`config.mk`:
```
export PLATFORM = sky130hd
export DESIGN_NAME = peripheral_interrupt_priority_vectoring
export DESIGN_NICKNAME = d
export VERILOG_FILES = /design/src/vectoring_pkg.sv /design/src/level_arbiter.sv /design/src/eth_event_merge.sv /design/src/peripheral_interrupt_priority_vectoring.sv
export SDC_FILE = /design/constraint.sdc
export NUM_CORES = 1
export LEC_CHECK = 0
export BUFFER_PORTS_ARGS = -buffer_cell sky130_fd_sc_hd__buf_2
export CAP_MARGIN = 5
export CORE_UTILIZATION = 35
export CTS_BUF_LIST = sky130_fd_sc_hd__clkbuf_8
export DETAILED_ROUTE_END_ITERATION = 16
export GPL_TIMING_DRIVEN = 1
export PLACE_DENSITY = 0.59
export SLEW_MARGIN = 20
export SYNTH_ARGS = -nofsm -noshare
export SYNTH_HDL_FRONTEND = slang
export SYNTH_SLANG_ARGS = --single-unit
```
`constraint.sdc`:
```
create_clock -name mclk -period 10.66 [get_ports mclk]
set_clock_uncertainty 0.2 [all_clocks]
set_input_delay 3.198 -clock mclk [delete_from_list [all_inputs] [get_ports mclk]]
set_output_delay 3.198 -clock mclk [all_outputs]
set_load 0.02 [all_outputs]
```
`src/vectoring_pkg.sv`:
```
`default_nettype none
package vectoring_pkg;
  localparam int unsigned ADDR_W = 8;
  localparam logic [7:0] OFF_PRIO_A = 8'h00;
  localparam logic [7:0] OFF_VECTOR_BASE = 8'h04;
  localparam logic [7:0] OFF_CONTROL = 8'h08;
  localparam logic [7:0] OFF_EXT_LEVELS = 8'h0c;
  localparam logic [7:0] OFF_VEC_DMA = 8'h10;
  localparam logic [7:0] OFF_VEC_WATCHDOG = 8'h14;
  localparam logic [7:0] OFF_VECTOR_NUMBER_B = 8'h18;
  localparam logic [7:0] OFF_ETH_STATUS = 8'h1c;
  localparam logic [7:0] OFF_ETH_ENABLE = 8'h20;
  localparam logic [7:0] OFF_LINK_STATUS = 8'h24;
  localparam logic [7:0] OFF_LINK_ENABLE = 8'h28;
  localparam logic [7:0] OFF_WINNER = 8'h2c;
  localparam logic [15:0] PRIO_A_RESET = 16'h0000;
  localparam logic [15:0] PRIO_A_WRITABLE = 16'h0ff0;
  localparam int unsigned DMA_LVL_LSB = 8;
  localparam int unsigned WDT_LVL_LSB = 4;
  localparam int unsigned LVL_W = 4;
  localparam int unsigned VEC_W = 7;
  localparam int unsigned VEC_HI_LSB = 8;
  localparam int unsigned VEC_LO_LSB = 0;
  localparam logic [15:0] VEC_PAIR_MASK = 16'h7f7f;
  localparam int unsigned CTL_MODE_BIT = 0;
  localparam int unsigned CTL_EXTVEC_BIT = 1;
  localparam logic [6:0] AUTO_VECTOR_BASE = 7'h40;
  localparam int unsigned ETH_CAUSES = 19;
  localparam int unsigned LINK_CAUSES = 3;
  localparam int unsigned NSRC = 5;
  localparam int unsigned SRC_DMA0 = 0;
  localparam int unsigned SRC_DMA1 = 1;
  localparam int unsigned SRC_WDT = 2;
  localparam int unsigned SRC_REF = 3;
  localparam int unsigned SRC_EXT = 4;
  typedef enum logic [1:0] {
    APB_IDLE = 2'b00,
    APB_WAIT = 2'b01,
    APB_DONE = 2'b10
  } apb_state_e;
endpackage
`default_nettype wire

```
`src/level_arbiter.sv`:
```
`default_nettype none
module level_arbiter
  import vectoring_pkg::*;
#(
  parameter int unsigned N = NSRC
) (
  input wire logic [N-1:0] req,
  input wire logic [N*LVL_W-1:0] levels,
  output logic found,
  output logic [LVL_W-1:0] best_level,
  output logic [$clog2(N)-1:0] best_index
);
  if (N < 2) begin : g_chk
    $error("level_arbiter needs two sources or more");
  end

  // Level zero never wins; it masks the source
  always_comb begin
    found = 1'b0;
    best_level = '0;
    best_index = '0;
    for (int i = N - 1; i >= 0; i--) begin
      if (req[i] && levels[i*LVL_W +: LVL_W] != '0 && levels[i*LVL_W +: LVL_W] >= best_level) begin // see RULE15
        found = 1'b1;
        best_level = levels[i*LVL_W +: LVL_W];
        best_index = i[$clog2(N)-1:0];
      end
    end
  end
endmodule // level_arbiter
`default_nettype wire

```
`src/eth_event_merge.sv`:
```
`default_nettype none
module eth_event_merge
  import vectoring_pkg::*;
#(
  parameter int unsigned NCAUSE = ETH_CAUSES,
  parameter int unsigned NLINK = LINK_CAUSES
) (
  input wire logic mclk,
  input wire logic rst,
  input wire logic manual_rst,
  input wire logic [NCAUSE-1:0] cause_set,
  input wire logic [NLINK-1:0] link_set,
  input wire logic wr_status,
  input wire logic wr_enable,
  input wire logic wr_link,
  input wire logic wr_link_enable,
  input wire logic [31:0] wdata,
  output logic [NCAUSE:0] status,
  output logic [NCAUSE:0] enable_r,
  output logic [NLINK-1:0] link_r,
  output logic [NLINK-1:0] link_enable_r,
  output logic event_r
);
  if (NCAUSE + NLINK + 1 > 32) begin : g_chk
    $error("eth_event_merge causes exceed one word");
  end
  logic [NCAUSE-1:0] cause_r;
  logic summary;

  assign summary = |(link_r & link_enable_r); // see RULE13
  assign status = {summary, cause_r};

  // Set beats a same-cycle write-one clear
  always_ff @(posedge mclk or posedge rst) begin
    if (rst) begin
      cause_r <= '0;
    end else if (manual_rst) begin
      cause_r <= '0;
    end else begin
      cause_r <= (cause_r & ~(wr_status ? wdata[NCAUSE-1:0] : '0)) | cause_set;
    end
  end

  always_ff @(posedge mclk or posedge rst) begin
    if (rst) begin
      link_r <= '0;
    end else if (manual_rst) begin
      link_r <= '0;
    end else begin
      link_r <= (link_r & ~(wr_link ? wdata[NLINK-1:0] : '0)) | link_set;
    end
  end

  always_ff @(posedge mclk or posedge rst) begin
    if (rst) begin
      enable_r <= '0;
      link_enable_r <= '0;
    end else if (manual_rst) begin
      enable_r <= '0;
      link_enable_r <= '0;
    end else begin
      if (wr_enable) begin
        enable_r <= wdata[NCAUSE:0];
      end
      if (wr_link_enable) begin
        link_enable_r <= wdata[NLINK-1:0];
      end
    end
  end

  always_ff @(posedge mclk or posedge rst) begin
    if (rst) begin
      event_r <= 1'b0;
    end else if (manual_rst) begin
      event_r <= 1'b0;
    end else begin
      event_r <= |(status & enable_r); // see RULE12
    end
  end
endmodule // eth_event_merge
`default_nettype wire

```
`src/peripheral_interrupt_priority_vectoring.sv`:
```
// The APB register port and the placing of the registers were decided locally.
`default_nettype none
// Notes on behaviour
// RULE1: Priority register A: 16 bits, resets zero
// RULE2: Standby never alters priority register contents
// RULE3: Power-on and manual reset both initialise
// RULE4: Reserved bits read zero, software writes zero
// RULE5: Bits 11:8 hold DMA level 0-15
// RULE6: DMA channels share level; channel 0 first
// RULE7: Bits 7:4 shared watchdog and refresh level
// RULE8: Watchdog beats refresh at equal level
// RULE9: On-chip vector numbers 0-127 from registers
// RULE10: External vector fetch alternative, values 0-127
// RULE11: Mode bit picks encoded or individual pins
// RULE12: Ethernet event ORs enabled status causes
// RULE13: Link status bits fold into summary cause
// RULE14: Software never touches vector number B
// RULE15: Equal levels: first-listed source wins
// RULE16: Vector address is base plus four times number
// RULE17: Numbers 128-255 never generated on-chip
module peripheral_interrupt_priority_vectoring
  import vectoring_pkg::*;
(
  input wire logic mclk,
  input wire logic rst,
  input wire logic manual_rst,
  input wire logic standby,
  input wire logic psel,
  input wire logic penable,
  input wire logic pwrite,
  input wire logic [ADDR_W-1:0] paddr,
  input wire logic [31:0] pwdata,
  output logic [31:0] prdata,
  output logic pready,
  output logic pslverr,
  input wire logic dma0_req,
  input wire logic dma1_req,
  input wire logic watchdog_interval_event,
  input wire logic refresh_compare_match,
  input wire logic [3:0] encoded_level_inputs,
  input wire logic [3:0] irq_pins,
  input wire logic [6:0] ext_vector_in,
  input wire logic [ETH_CAUSES-1:0] eth_cause_set,
  input wire logic [LINK_CAUSES-1:0] link_cause_set,
  output logic irq_request,
  output logic [LVL_W-1:0] irq_level,
  output logic [VEC_W-1:0] irq_vector,
  output logic [31:0] irq_vector_addr,
  output logic ethernet_dma_event
);
  localparam int unsigned IDX_W = $clog2(NSRC);

  logic [15:0] peripheral_priority_a_r;
  logic [31:0] vector_base_r;
  logic [1:0] interrupt_control_reg_r;
  logic [15:0] ext_levels_r;
  logic [15:0] vec_dma_r;
  logic [15:0] vec_watchdog_r;
  apb_state_e apb_r;
  logic [31:0] prdata_r;
  logic pready_r;
  logic pslverr_r;
  logic irq_request_r;
  logic [LVL_W-1:0] irq_level_r;
  logic [VEC_W-1:0] irq_vector_r;
  logic [31:0] irq_vector_addr_r;
  logic wr_commit;
  logic [31:0] rd_nxt;
  logic bad_nxt;
  logic [ETH_CAUSES:0] eth_status;
  logic [ETH_CAUSES:0] eth_enable;
  logic [LINK_CAUSES-1:0] link_status;
  logic [LINK_CAUSES-1:0] link_enable;
  logic eth_event;
  logic [NSRC-1:0] src_req;
  logic [NSRC*LVL_W-1:0] src_lvl;
  logic win_found;
  logic [LVL_W-1:0] win_level;
  logic [IDX_W-1:0] win_index;
  logic ext_req;
  logic [LVL_W-1:0] ext_level;
  logic [VEC_W-1:0] ext_auto_vec;
  logic [VEC_W-1:0] vec_nxt;

  function automatic logic sel(input logic [ADDR_W-1:0] a, input logic [7:0] off);
    sel = (a == off[ADDR_W-1:0]);
  endfunction

  function automatic logic [VEC_W-1:0] vec_field(input logic [15:0] r, input int unsigned lsb);
    vec_field = r[lsb +: VEC_W];
  endfunction

  // Writes land only at the edge where the master sees pready
  assign wr_commit = (apb_r == APB_DONE) && psel && penable && pwrite && !pslverr_r;

  always_ff @(posedge mclk or posedge rst) begin
    if (rst) begin
      apb_r <= APB_IDLE;
      pready_r <= 1'b0;
      pslverr_r <= 1'b0;
      prdata_r <= '0;
    end else if (manual_rst) begin // see RULE3
      apb_r <= APB_IDLE;
      pready_r <= 1'b0;
      pslverr_r <= 1'b0;
      prdata_r <= '0;
    end else begin
      unique case (apb_r)
        APB_IDLE: begin
          if (psel && penable) begin
            apb_r <= APB_DONE;
            pready_r <= 1'b1;
            pslverr_r <= bad_nxt;
            prdata_r <= pwrite ? '0 : rd_nxt;
          end
        end
        APB_WAIT: begin
          apb_r <= APB_IDLE;
        end
        APB_DONE: begin
          apb_r <= APB_IDLE;
          pready_r <= 1'b0;
          pslverr_r <= 1'b0;
        end
        default: begin
          apb_r <= APB_IDLE;
        end
      endcase
    end
  end

  // Reserved word and unmapped addresses answer with an error
  always_comb begin
    rd_nxt = '0;
    bad_nxt = 1'b0;
    if (sel(paddr, OFF_PRIO_A)) begin
      rd_nxt = {16'h0000, peripheral_priority_a_r & PRIO_A_WRITABLE}; // see RULE4
    end else if (sel(paddr, OFF_VECTOR_BASE)) begin
      rd_nxt = vector_base_r;
    end else if (sel(paddr, OFF_CONTROL)) begin
      rd_nxt = {30'h0, interrupt_control_reg_r};
    end else if (sel(paddr, OFF_EXT_LEVELS)) begin
      rd_nxt = {16'h0000, ext_levels_r};
    end else if (sel(paddr, OFF_VEC_DMA)) begin
      rd_nxt = {16'h0000, vec_dma_r};
    end else if (sel(paddr, OFF_VEC_WATCHDOG)) begin
      rd_nxt = {16'h0000, vec_watchdog_r};
    end else if (sel(paddr, OFF_VECTOR_NUMBER_B)) begin
      bad_nxt = 1'b1; // see RULE14
    end else if (sel(paddr, OFF_ETH_STATUS)) begin
      rd_nxt = {{(31-ETH_CAUSES){1'b0}}, eth_status};
    end else if (sel(paddr, OFF_ETH_ENABLE)) begin
      rd_nxt = {{(31-ETH_CAUSES){1'b0}}, eth_enable};
    end else if (sel(paddr, OFF_LINK_STATUS)) begin
      rd_nxt = {{(32-LINK_CAUSES){1'b0}}, link_status};
    end else if (sel(paddr, OFF_LINK_ENABLE)) begin
      rd_nxt = {{(32-LINK_CAUSES){1'b0}}, link_enable};
    end else if (sel(paddr, OFF_WINNER)) begin
      rd_nxt = {16'h0000, irq_request_r, irq_level_r, 4'h0, irq_vector_r};
    end else begin
      bad_nxt = 1'b1;
    end
  end

  // Standby is not an input here on purpose: nothing but reset clears state
  always_ff @(posedge mclk or posedge rst) begin
    if (rst) begin
      peripheral_priority_a_r <= PRIO_A_RESET; // see RULE1
    end else if (manual_rst) begin
      peripheral_priority_a_r <= PRIO_A_RESET; // see RULE3
    end else if (wr_commit && sel(paddr, OFF_PRIO_A)) begin
      peripheral_priority_a_r <= pwdata[15:0] & PRIO_A_WRITABLE; // see RULE2
    end
  end

  always_ff @(posedge mclk or posedge rst) begin
    if (rst) begin
      vector_base_r <= '0;
      interrupt_control_reg_r <= '0;
      ext_levels_r <= '0;
    end else if (manual_rst) begin
      vector_base_r <= '0;
      interrupt_control_reg_r <= '0;
      ext_levels_r <= '0;
    end else if (wr_commit) begin
      if (sel(paddr, OFF_VECTOR_BASE)) begin
        vector_base_r <= pwdata;
      end
      if (sel(paddr, OFF_CONTROL)) begin
        interrupt_control_reg_r <= pwdata[1:0];
      end
      if (sel(paddr, OFF_EXT_LEVELS)) begin
        ext_levels_r <= pwdata[15:0];
      end
    end
  end

  // Bit 7 of each byte is kept clear so no number above 127 exists
  always_ff @(posedge mclk or posedge rst) begin
    if (rst) begin
      vec_dma_r <= '0;
      vec_watchdog_r <= '0;
    end else if (manual_rst) begin
      vec_dma_r <= '0;
      vec_watchdog_r <= '0;
    end else if (wr_commit) begin
      if (sel(paddr, OFF_VEC_DMA)) begin
        vec_dma_r <= pwdata[15:0] & VEC_PAIR_MASK; // see RULE9
      end
      if (sel(paddr, OFF_VEC_WATCHDOG)) begin
        vec_watchdog_r <= pwdata[15:0] & VEC_PAIR_MASK; // see RULE9
      end
    end
  end

  eth_event_merge #(
    .NCAUSE(ETH_CAUSES),
    .NLINK(LINK_CAUSES)
  ) u_eth (
    .mclk(mclk),
    .rst(rst),
    .manual_rst(manual_rst),
    .cause_set(eth_cause_set),
    .link_set(link_cause_set),
    .wr_status(wr_commit && sel(paddr, OFF_ETH_STATUS)),
    .wr_enable(wr_commit && sel(paddr, OFF_ETH_ENABLE)),
    .wr_link(wr_commit && sel(paddr, OFF_LINK_STATUS)),
    .wr_link_enable(wr_commit && sel(paddr, OFF_LINK_ENABLE)),
    .wdata(pwdata),
    .status(eth_status),
    .enable_r(eth_enable),
    .link_r(link_status),
    .link_enable_r(link_enable),
    .event_r(eth_event)
  );

  // External request: encoded level, or highest-ranked individual pin
  always_comb begin
    ext_req = 1'b0;
    ext_level = '0;
    ext_auto_vec = AUTO_VECTOR_BASE;
    if (!interrupt_control_reg_r[CTL_MODE_BIT]) begin // see RULE11
      ext_req = (encoded_level_inputs != 4'h0);
      ext_level = encoded_level_inputs;
      ext_auto_vec = AUTO_VECTOR_BASE + {3'h0, encoded_level_inputs};
    end else begin
      for (int i = 3; i >= 0; i--) begin
        if (irq_pins[i]) begin
          ext_req = 1'b1;
          ext_level = ext_levels_r[(3-i)*LVL_W +: LVL_W];
          ext_auto_vec = AUTO_VECTOR_BASE + 7'(i);
        end
      end
    end
  end

  // Shared fields: same level, table order breaks the tie
  always_comb begin
    src_req = {ext_req, refresh_compare_match, watchdog_interval_event, dma1_req, dma0_req};
    src_lvl = '0;
    src_lvl[SRC_DMA0*LVL_W +: LVL_W] = peripheral_priority_a_r[DMA_LVL_LSB +: LVL_W]; // see RULE5
    src_lvl[SRC_DMA1*LVL_W +: LVL_W] = peripheral_priority_a_r[DMA_LVL_LSB +: LVL_W]; // see RULE6
    src_lvl[SRC_WDT*LVL_W +: LVL_W] = peripheral_priority_a_r[WDT_LVL_LSB +: LVL_W]; // see RULE7
    src_lvl[SRC_REF*LVL_W +: LVL_W] = peripheral_priority_a_r[WDT_LVL_LSB +: LVL_W]; // see RULE8
    src_lvl[SRC_EXT*LVL_W +: LVL_W] = ext_level;
  end

  level_arbiter #(
    .N(NSRC)
  ) u_arb (
    .req(src_req),
    .levels(src_lvl),
    .found(win_found),
    .best_level(win_level),
    .best_index(win_index)
  );

  always_comb begin
    vec_nxt = '0;
    unique case (win_index)
      IDX_W'(SRC_DMA0): vec_nxt = vec_field(vec_dma_r, VEC_LO_LSB);
      IDX_W'(SRC_DMA1): vec_nxt = vec_field(vec_dma_r, VEC_HI_LSB);
      IDX_W'(SRC_WDT): vec_nxt = vec_field(vec_watchdog_r, VEC_HI_LSB);
      IDX_W'(SRC_REF): vec_nxt = vec_field(vec_watchdog_r, VEC_LO_LSB);
      default: begin
        if (interrupt_control_reg_r[CTL_EXTVEC_BIT]) begin
          vec_nxt = ext_vector_in; // see RULE10
        end else begin
          vec_nxt = ext_auto_vec;
        end
      end
    endcase
  end

  // Request held off in standby; priorities stay intact
  always_ff @(posedge mclk or posedge rst) begin
    if (rst) begin
      irq_request_r <= 1'b0;
      irq_level_r <= '0;
      irq_vector_r <= '0;
      irq_vector_addr_r <= '0;
    end else if (manual_rst) begin
      irq_request_r <= 1'b0;
      irq_level_r <= '0;
      irq_vector_r <= '0;
      irq_vector_addr_r <= '0;
    end else begin
      irq_request_r <= win_found && !standby;
      irq_level_r <= win_found ? win_level : '0;
      irq_vector_r <= vec_nxt; // see RULE17
      irq_vector_addr_r <= vector_base_r + {23'h0, vec_nxt, 2'b00}; // see RULE16
    end
  end

  assign prdata = prdata_r;
  assign pready = pready_r;
  assign pslverr = pslverr_r;
  assign irq_request = irq_request_r;
  assign irq_level = irq_level_r;
  assign irq_vector = irq_vector_r;
  assign irq_vector_addr = irq_vector_addr_r;
  assign ethernet_dma_event = eth_event;
endmodule // peripheral_interrupt_priority_vectoring
`default_nettype wire

```
==> results.py, run 1 <==
metrics = {
    "finish": {
        "n_fill_cell": 2959,
        "drive_gt1_share_pct": 27.7,
        "final_util_pct": 45.0,
        "diodes": 0,
        "area_delta_synth_final_pct": 25.7,
        "nets": 1480,
        "final_area_sq_um": 13400,
        "fin_cells": 1782,
    },
    "floorplanning": {
        "num_io_pins": 167,
        "num_rows": 63,
        "die_width_um": 177,
        "floorplan.initialDensity_pct": 35.8,
        "dieArea_sq_um": 31300,
        "core_sq_um": 29900,
        "die_y_um": 177,
    },
    "power": {
        "p_total_mw": 1.93,
        "vdd_drop_max_uv": 57.4,
        "leakage_nw": 6.07,
        "pwr_density_cell_nw_per_um2": 144,
    },
    "clock_network": {
        "path_clk_slew_ps": 60,
        "cts_tree": "built",
        "clk_latency_ps": 530,
        "cts_made_buffers": 38,
        "clock_sinks": 210,
        "cts_max_level": 2,
        "cts-root-buf": "clkbuf_8",
        "hold_buffers": 0,
        "cts_buffer_depth": 3,
    },
    "outcome": {
        "status": "completed",
    },
    "grt": {
        "grt_overflow": 0,
        "grt_pass1_vias": 9445,
        "grt_pass1_wl_mm": 58.8,
        "track_usage_pct": 25.0,
        "grt_max_degree": 136,
        "antenna_found_initial": 0,
    },
    "placement": {
        "place.gp.congestion": 0.960,
        "port_buffers": 166,
        "place_area_sq_um": 12500,
        "hpwlAfterDp_mm": 28.4,
        "place_inst": 1705,
    },
    "drt": {
        "ant_nets": 0,
        "drt_pass1_iterations": 7,
        "via_count": 9916,
        "viasPerCell": 5.56,
        "drtIter0Drc": 988,
        "drc": 0,
        "drt_wl_total_mm": 39.1,
        "top_layer": "met4",
        "met1_length_mm": 17.3,
        "routedWlPerCell_um": 22.0,
        "wl_met3_mm": 2.59,
        "wl_met2_mm": 18.0,
    },
    "logic_synthesis": {
        "yosysTopAreaCell": "dfrtp_1",
        "synth_edf_count": 0,
        "seq_area_frac_synth_pct": 49.1,
        "syn_area_per_cell_sq_um": 9.29,
        "async_flop_share_pct": 100,
        "ys_ff_latch": 210,
        "synth_top_area_share_pct": 49.1,
        "synthCells": 1151,
        "yosys.cell_types.count": 69,
        "syn_area_sq_um": 10700,
        "ys_top_cells_by_count": "nand2_1 (218), dfrtp_1 (210), a21oi_1 (129)",
        "yosysMostFrequentCell": "nand2_1",
        "ys.flop_type": "dfrtp_1",
        "syn-num-nets": 1265,
        "ys_warn_count": 0,
        "yosys-top-cells-area": "dfrtp_1 (49%), nand2_1 (7.7%), a21oi_1 (6.0%), nor2_1 (2.9%), ha_1 (2.9%)",
    },
    "hold_path": {
        "hold_path_class": "register to register",
    },
    "worst_setup_path": {
        "crit_top_cell": "a21oi_2",
        "worstSetupEndpointType": "register",
        "cp_num_buf_inv": 7,
        "crit_path_max_incr_delay_ps": 430,
        "path_max_fanout": 10,
        "worstSetupPathType": "primary input to register",
        "cp_top_family": "compound AO/OA/AOI/OAI gates",
        "setup.worst_path.start_class": "primary input",
        "cpMaxStageDelayCell": "a2111oi_4",
        "crit_arrival_ps": 10530,
        "critical_path_required_ps": 10830,
    },
    "sta": {
        "min_period_ps": 10370,
        "relSlewSlack_pct": 31.0,
        "drv_slew": 0,
        "finalHoldViolCount": 0,
        "tightest_slew_ps": 1030,
        "max_freq_mhz": 96.5,
        "tns_ps": 0,
        "min_period_over_period_pct": 97.3,
        "setup_viol": 0,
    },
    "flow_run": {
        "drv_cap": 0,
    },
}
[kinds of logic after synthesis]
| family | synth area share, % |
|---|---|
| adder cells (fa/ha/maj) | 3.11 |
| AO/OA/AOI/OAI | 19.7 |
| AND/OR/NAND/NOR | 19.9 |
| multiplexers | 3.03 |
| buffers and inverters | 3.32 |
| XOR/XNOR | 1.80 |
| flip-flops | 49.1 |
[final timing paths]
check / cells after the start / start / slack, ps / endpoint
setup / recovery: 44 / irq_pins[1] / 290 / irq_vector_addr[18]$_DFF_PP0_
hold / removal: 1 / prdata[7]$_DFFE_PP0P_ / 270 / prdata[7]$_DFFE_PP0P_
setup reg to reg: 43 / interrupt_control_reg_r[0]$_DFFE_PP0P_ / 2310 / irq_vector_addr[18]$_DFF_PP0_
hold reg to reg: 1 / prdata[7]$_DFFE_PP0P_ / 270 / prdata[7]$_DFFE_PP0P_
max in group asynchronous: 3 / rst / 6120 / prdata[7]$_DFFE_PP0P_
min in group asynchronous: 2 / rst / 2610 / prdata[30]$_DFFE_PP0P_
[worst register-to-register path, delay by kind of cell, from the launching register on]
kind	cells	cell delay, ps
adder cells (fa/ha/maj)	6	1480
AND/OR/NAND/NOR	12	1720
XOR/XNOR	1	140
buffers and inverters	6	760
flip-flops	1	660
multiplexers	2	520
AO/OA/AOI/OAI	16	2690
[flip-flops by register name, summed over array words and instances, names as in the netlist]
signal	count
ext_levels_r	16
interrupt_control_reg_r	2
irq_level	4
irq_request	1
irq_vector	7
irq_vector_addr	32
peripheral_priority_a_r	8
prdata	32
pready	1
pslverr	1
u_eth.cause_r	19
u_eth.enable_r	20
u_eth.event_r	1
u_eth.link_enable_r	3
u_eth.link_r	3
vec_dma_r	14
vec_watchdog_r	14
vector_base_r	32
[cell usage in the layout, fill, tap and decap left out, drive strengths merged, types with 11 or more instances in the layout]
cell type  count
o21ai         54
a22o          21
dfrtp        210
nand3         38
inv           37
mux2          13
nor3          22
and3          12
a21oi        130
nand4         11
ha            25
nor2b         16
clkbuf        46
mux2i         11
buf          236
xor2          15
nand2b        20
nand2        221
a22oi         21
nor2          88
a221oi        18
[per-layer routing]
metal  global-route usage, %  vias up
met5                       0        -
li1                        -     4571
met3                    3.35       73
met1                    34.9     4888
met2                    39.3      384
met4                    9.41        0
[per-stage QoR]
| step | setup WS [ps] | hold WS (ps) |
|---|---|---|
| after floorplan | -349 | 265 |
| after global placement | -184 | 254 |
| after detailed placement | -394 | 261 |
| after CTS | 146 | 275 |
| after global routing | -38.4 | 304 |
| final | 293 | 271 |
[report_power, final]
part	internal [mW]	switching (mW)	total, mW
clock network	0.415	0.343	0.758
logic	0.133	0.183	0.316
registers	0.824	0.0337	0.857
total	1.37	0.561	1.93
[cell type report]
type	count	area [sq um]	share of cell area (%)
repair buffers	236	1410	10.5
clock buffers	46	633	4.71
clock inverters	20	113	0.837
flip-flops and latches	210	5260	39.1
multi-input cells	857	5460	40.6
inverters	23	93.8	0.698
well taps	390	488	3.63
[what timing repair did]
action | CTS | global route
setup buffers | 0 | 10
endpoints found under the hold margin | 0 | 0
endpoints found under the setup margin | 0 | 24
gates resized for setup | 0 | 38
No activity file was read; power rests on OpenSTA's default activity.
==> inputs of run 2 (changes only) <==
Settings changed: CTS_BUF_LIST sky130_fd_sc_hd__clkbuf_8 to sky130_fd_sc_hd__clkbuf_2.
==> run 2 against run 1 <==
Wire length decreased by 0.55%; sequential power hardly changed; count of clock-buffer cells in the layout rose by 39; global-route usage barely moved; critical path type unchanged; largest power group unchanged.
==> results.py, run 2 (synthesis gave the netlist of run 1 again) <==
metrics = {
    "grt": {
        "use_met2_pct": 39.0,
        "track_usage_pct": 25.0,
        "met1_usage_pct": 34.7,
        "grt_util_met3_pct": 4.15,
        "antenna_found_initial": 1,
        "grt_overflow": 0,
        "grt_pass1_wl_mm": 59.1,
        "grt_max_degree": 136,
        "grt_pass1_vias": 9600,
        "gr-max-usage-layer": "met2",
    },
    "clock_network": {
        "cts_tree": "built",
        "clk_latency_ps": 900,
        "path_clk_slew_ps": 100,
        "cts-root-buf": "clkbuf_2",
        "cts_max_level": 2,
        "post_cts_buffers": 0,
        "cts_buffer_depth": 3,
        "hold_buffers": 0,
        "cts_resized": 0,
        "clock_sinks": 210,
        "cts_made_buffers": 56,
    },
    "drt": {
        "routedWlPerCell_um": 21.5,
        "drtIter0Drc": 810,
        "viasPerCell": 5.56,
        "drc": 0,
        "drt_wl_total_mm": 38.9,
        "ant_nets": 0,
        "drt_pass1_iterations": 5,
        "via_count": 10000,
    },
    "finish": {
        "final_util_pct": 43.4,
        "final_area_sq_um": 13000,
        "drive_gt1_share_pct": 27.8,
        "final_common_cell": "nand2_1",
        "nets": 1487,
        "area_delta_synth_final_pct": 21.2,
        "layout_common_cells": "nand2_1 (216), dfrtp_1 (210), buf_2 (165)",
    },
    "worst_setup_path": {
        "path_max_fanout": 10,
        "critical_path_required_ps": 11240,
        "crit_arrival_ps": 10740,
        "cpMaxStageDelayCell": "a2111oi_4",
        "crit_top_cell": "a21oi_2",
        "crit_path_max_incr_delay_ps": 440,
        "setup.worst_path.start_class": "primary input",
        "worstSetupEndpointType": "register",
        "worstSetupPathType": "primary input to register",
    },
    "power": {
        "pwr_density_cell_nw_per_um2": 132,
        "vdd_drop_max_uv": 54.9,
        "leakage_nw": 5.95,
    },
    "sta": {
        "max_freq_mhz": 98.4,
        "relSlewSlack_pct": 33.3,
        "min_period_over_period_pct": 95.3,
        "min_period_ps": 10160,
        "drv_slew": 0,
        "finalHoldViolCount": 0,
        "tightest_slew_ps": 999,
        "setup_viol": 0,
        "whs_ps": 282,
    },
    "placement": {
        "port_buffers": 166,
        "hpwlAfterDp_mm": 28.4,
        "place_area_sq_um": 12500,
        "place.gp.congestion": 0.960,
    },
    "floorplanning": {
        "dieArea_sq_um": 31300,
        "floorplan.initialDensity_pct": 35.8,
        "num_rows": 63,
        "num_io_pins": 167,
        "die_y_um": 177,
        "die_width_um": 177,
        "core_sq_um": 29900,
    },
    "flow_run": {
        "drv_cap": 0,
    },
    "hold_path": {
        "hold_path_class": "register to register",
    },
    "outcome": {
        "status": "completed",
    },
}
## run 2: changes by cell type in the layout (fill, tap and decap cells not counted), sizes merged
cell,delta
diode,+1
inv,-13
clkinv,+9
clkbuf,+39
buf,-11
bufinv,-1
## run 2: final timing paths
check	from	to	slack [ps]	depth (start not counted)
setup / recovery	irq_pins[2]	irq_vector_addr[28]$_DFF_PP0_	500	38
hold / removal	prdata[7]$_DFFE_PP0P_	prdata[7]$_DFFE_PP0P_	280	1
setup reg to reg	interrupt_control_reg_r[0]$_DFFE_PP0P_	irq_vector_addr[28]$_DFF_PP0_	2250	37
hold reg to reg	prdata[7]$_DFFE_PP0P_	prdata[7]$_DFFE_PP0P_	280	1
max in group asynchronous	rst	u_eth.cause_r[14]$_DFF_PP0_	6440	3
min in group asynchronous	rst	irq_vector_addr[8]$_DFF_PP0_	2310	2
## run 2: routing by layer
layer	part of all wire, %	vias to the layer above
li1	-	4616
met1	44	4900
met2	46	446
met3	7.0	82
met4	3.6	0
met5	0	-
## run 2: power by group
| part | switching [mW] | internal [mW] | total, mW |
|---|---|---|---|
| clock network | 0.351 | 0.216 | 0.568 |
| logic | 0.173 | 0.117 | 0.290 |
| registers | 0.0339 | 0.822 | 0.856 |
## run 2: final cells by class
class | instances | area (sq um)
Antenna cell | 1 | 2.50
Clock buffer | 85 | 425
Clock inverter | 15 | 76.3
Fill cell | 3022 | 16900
Inverter | 23 | 93.8
Multi-Input combinational cell | 857 | 5340
Sequential cell | 210 | 5260
Tap cell | 390 | 488
Timing Repair Buffer | 225 | 1290
## run 2: metrics by stage
stage	cells	total power [mW]	TNS, ps	worst slack, ps
global route	1806	1.80	-30.8	-16.5
detailed placement	1705	1.16	-5580	-394
floorplan	1151	1.03	-4480	-349
CTS	1805	1.73	0	528
finish	1806	1.71	0	498
global placement	1705	1.16	-1210	-184
## run 2: worst max-delay path: cells and delay by family
family / cells / cell delay, ps
AOI/OAI and AO/OA: 19 / 3700
adders and majority gates: 6 / 1420
buffers and inverters: 3 / 280
muxes: 3 / 810
and+or+nand+nor: 7 / 1310
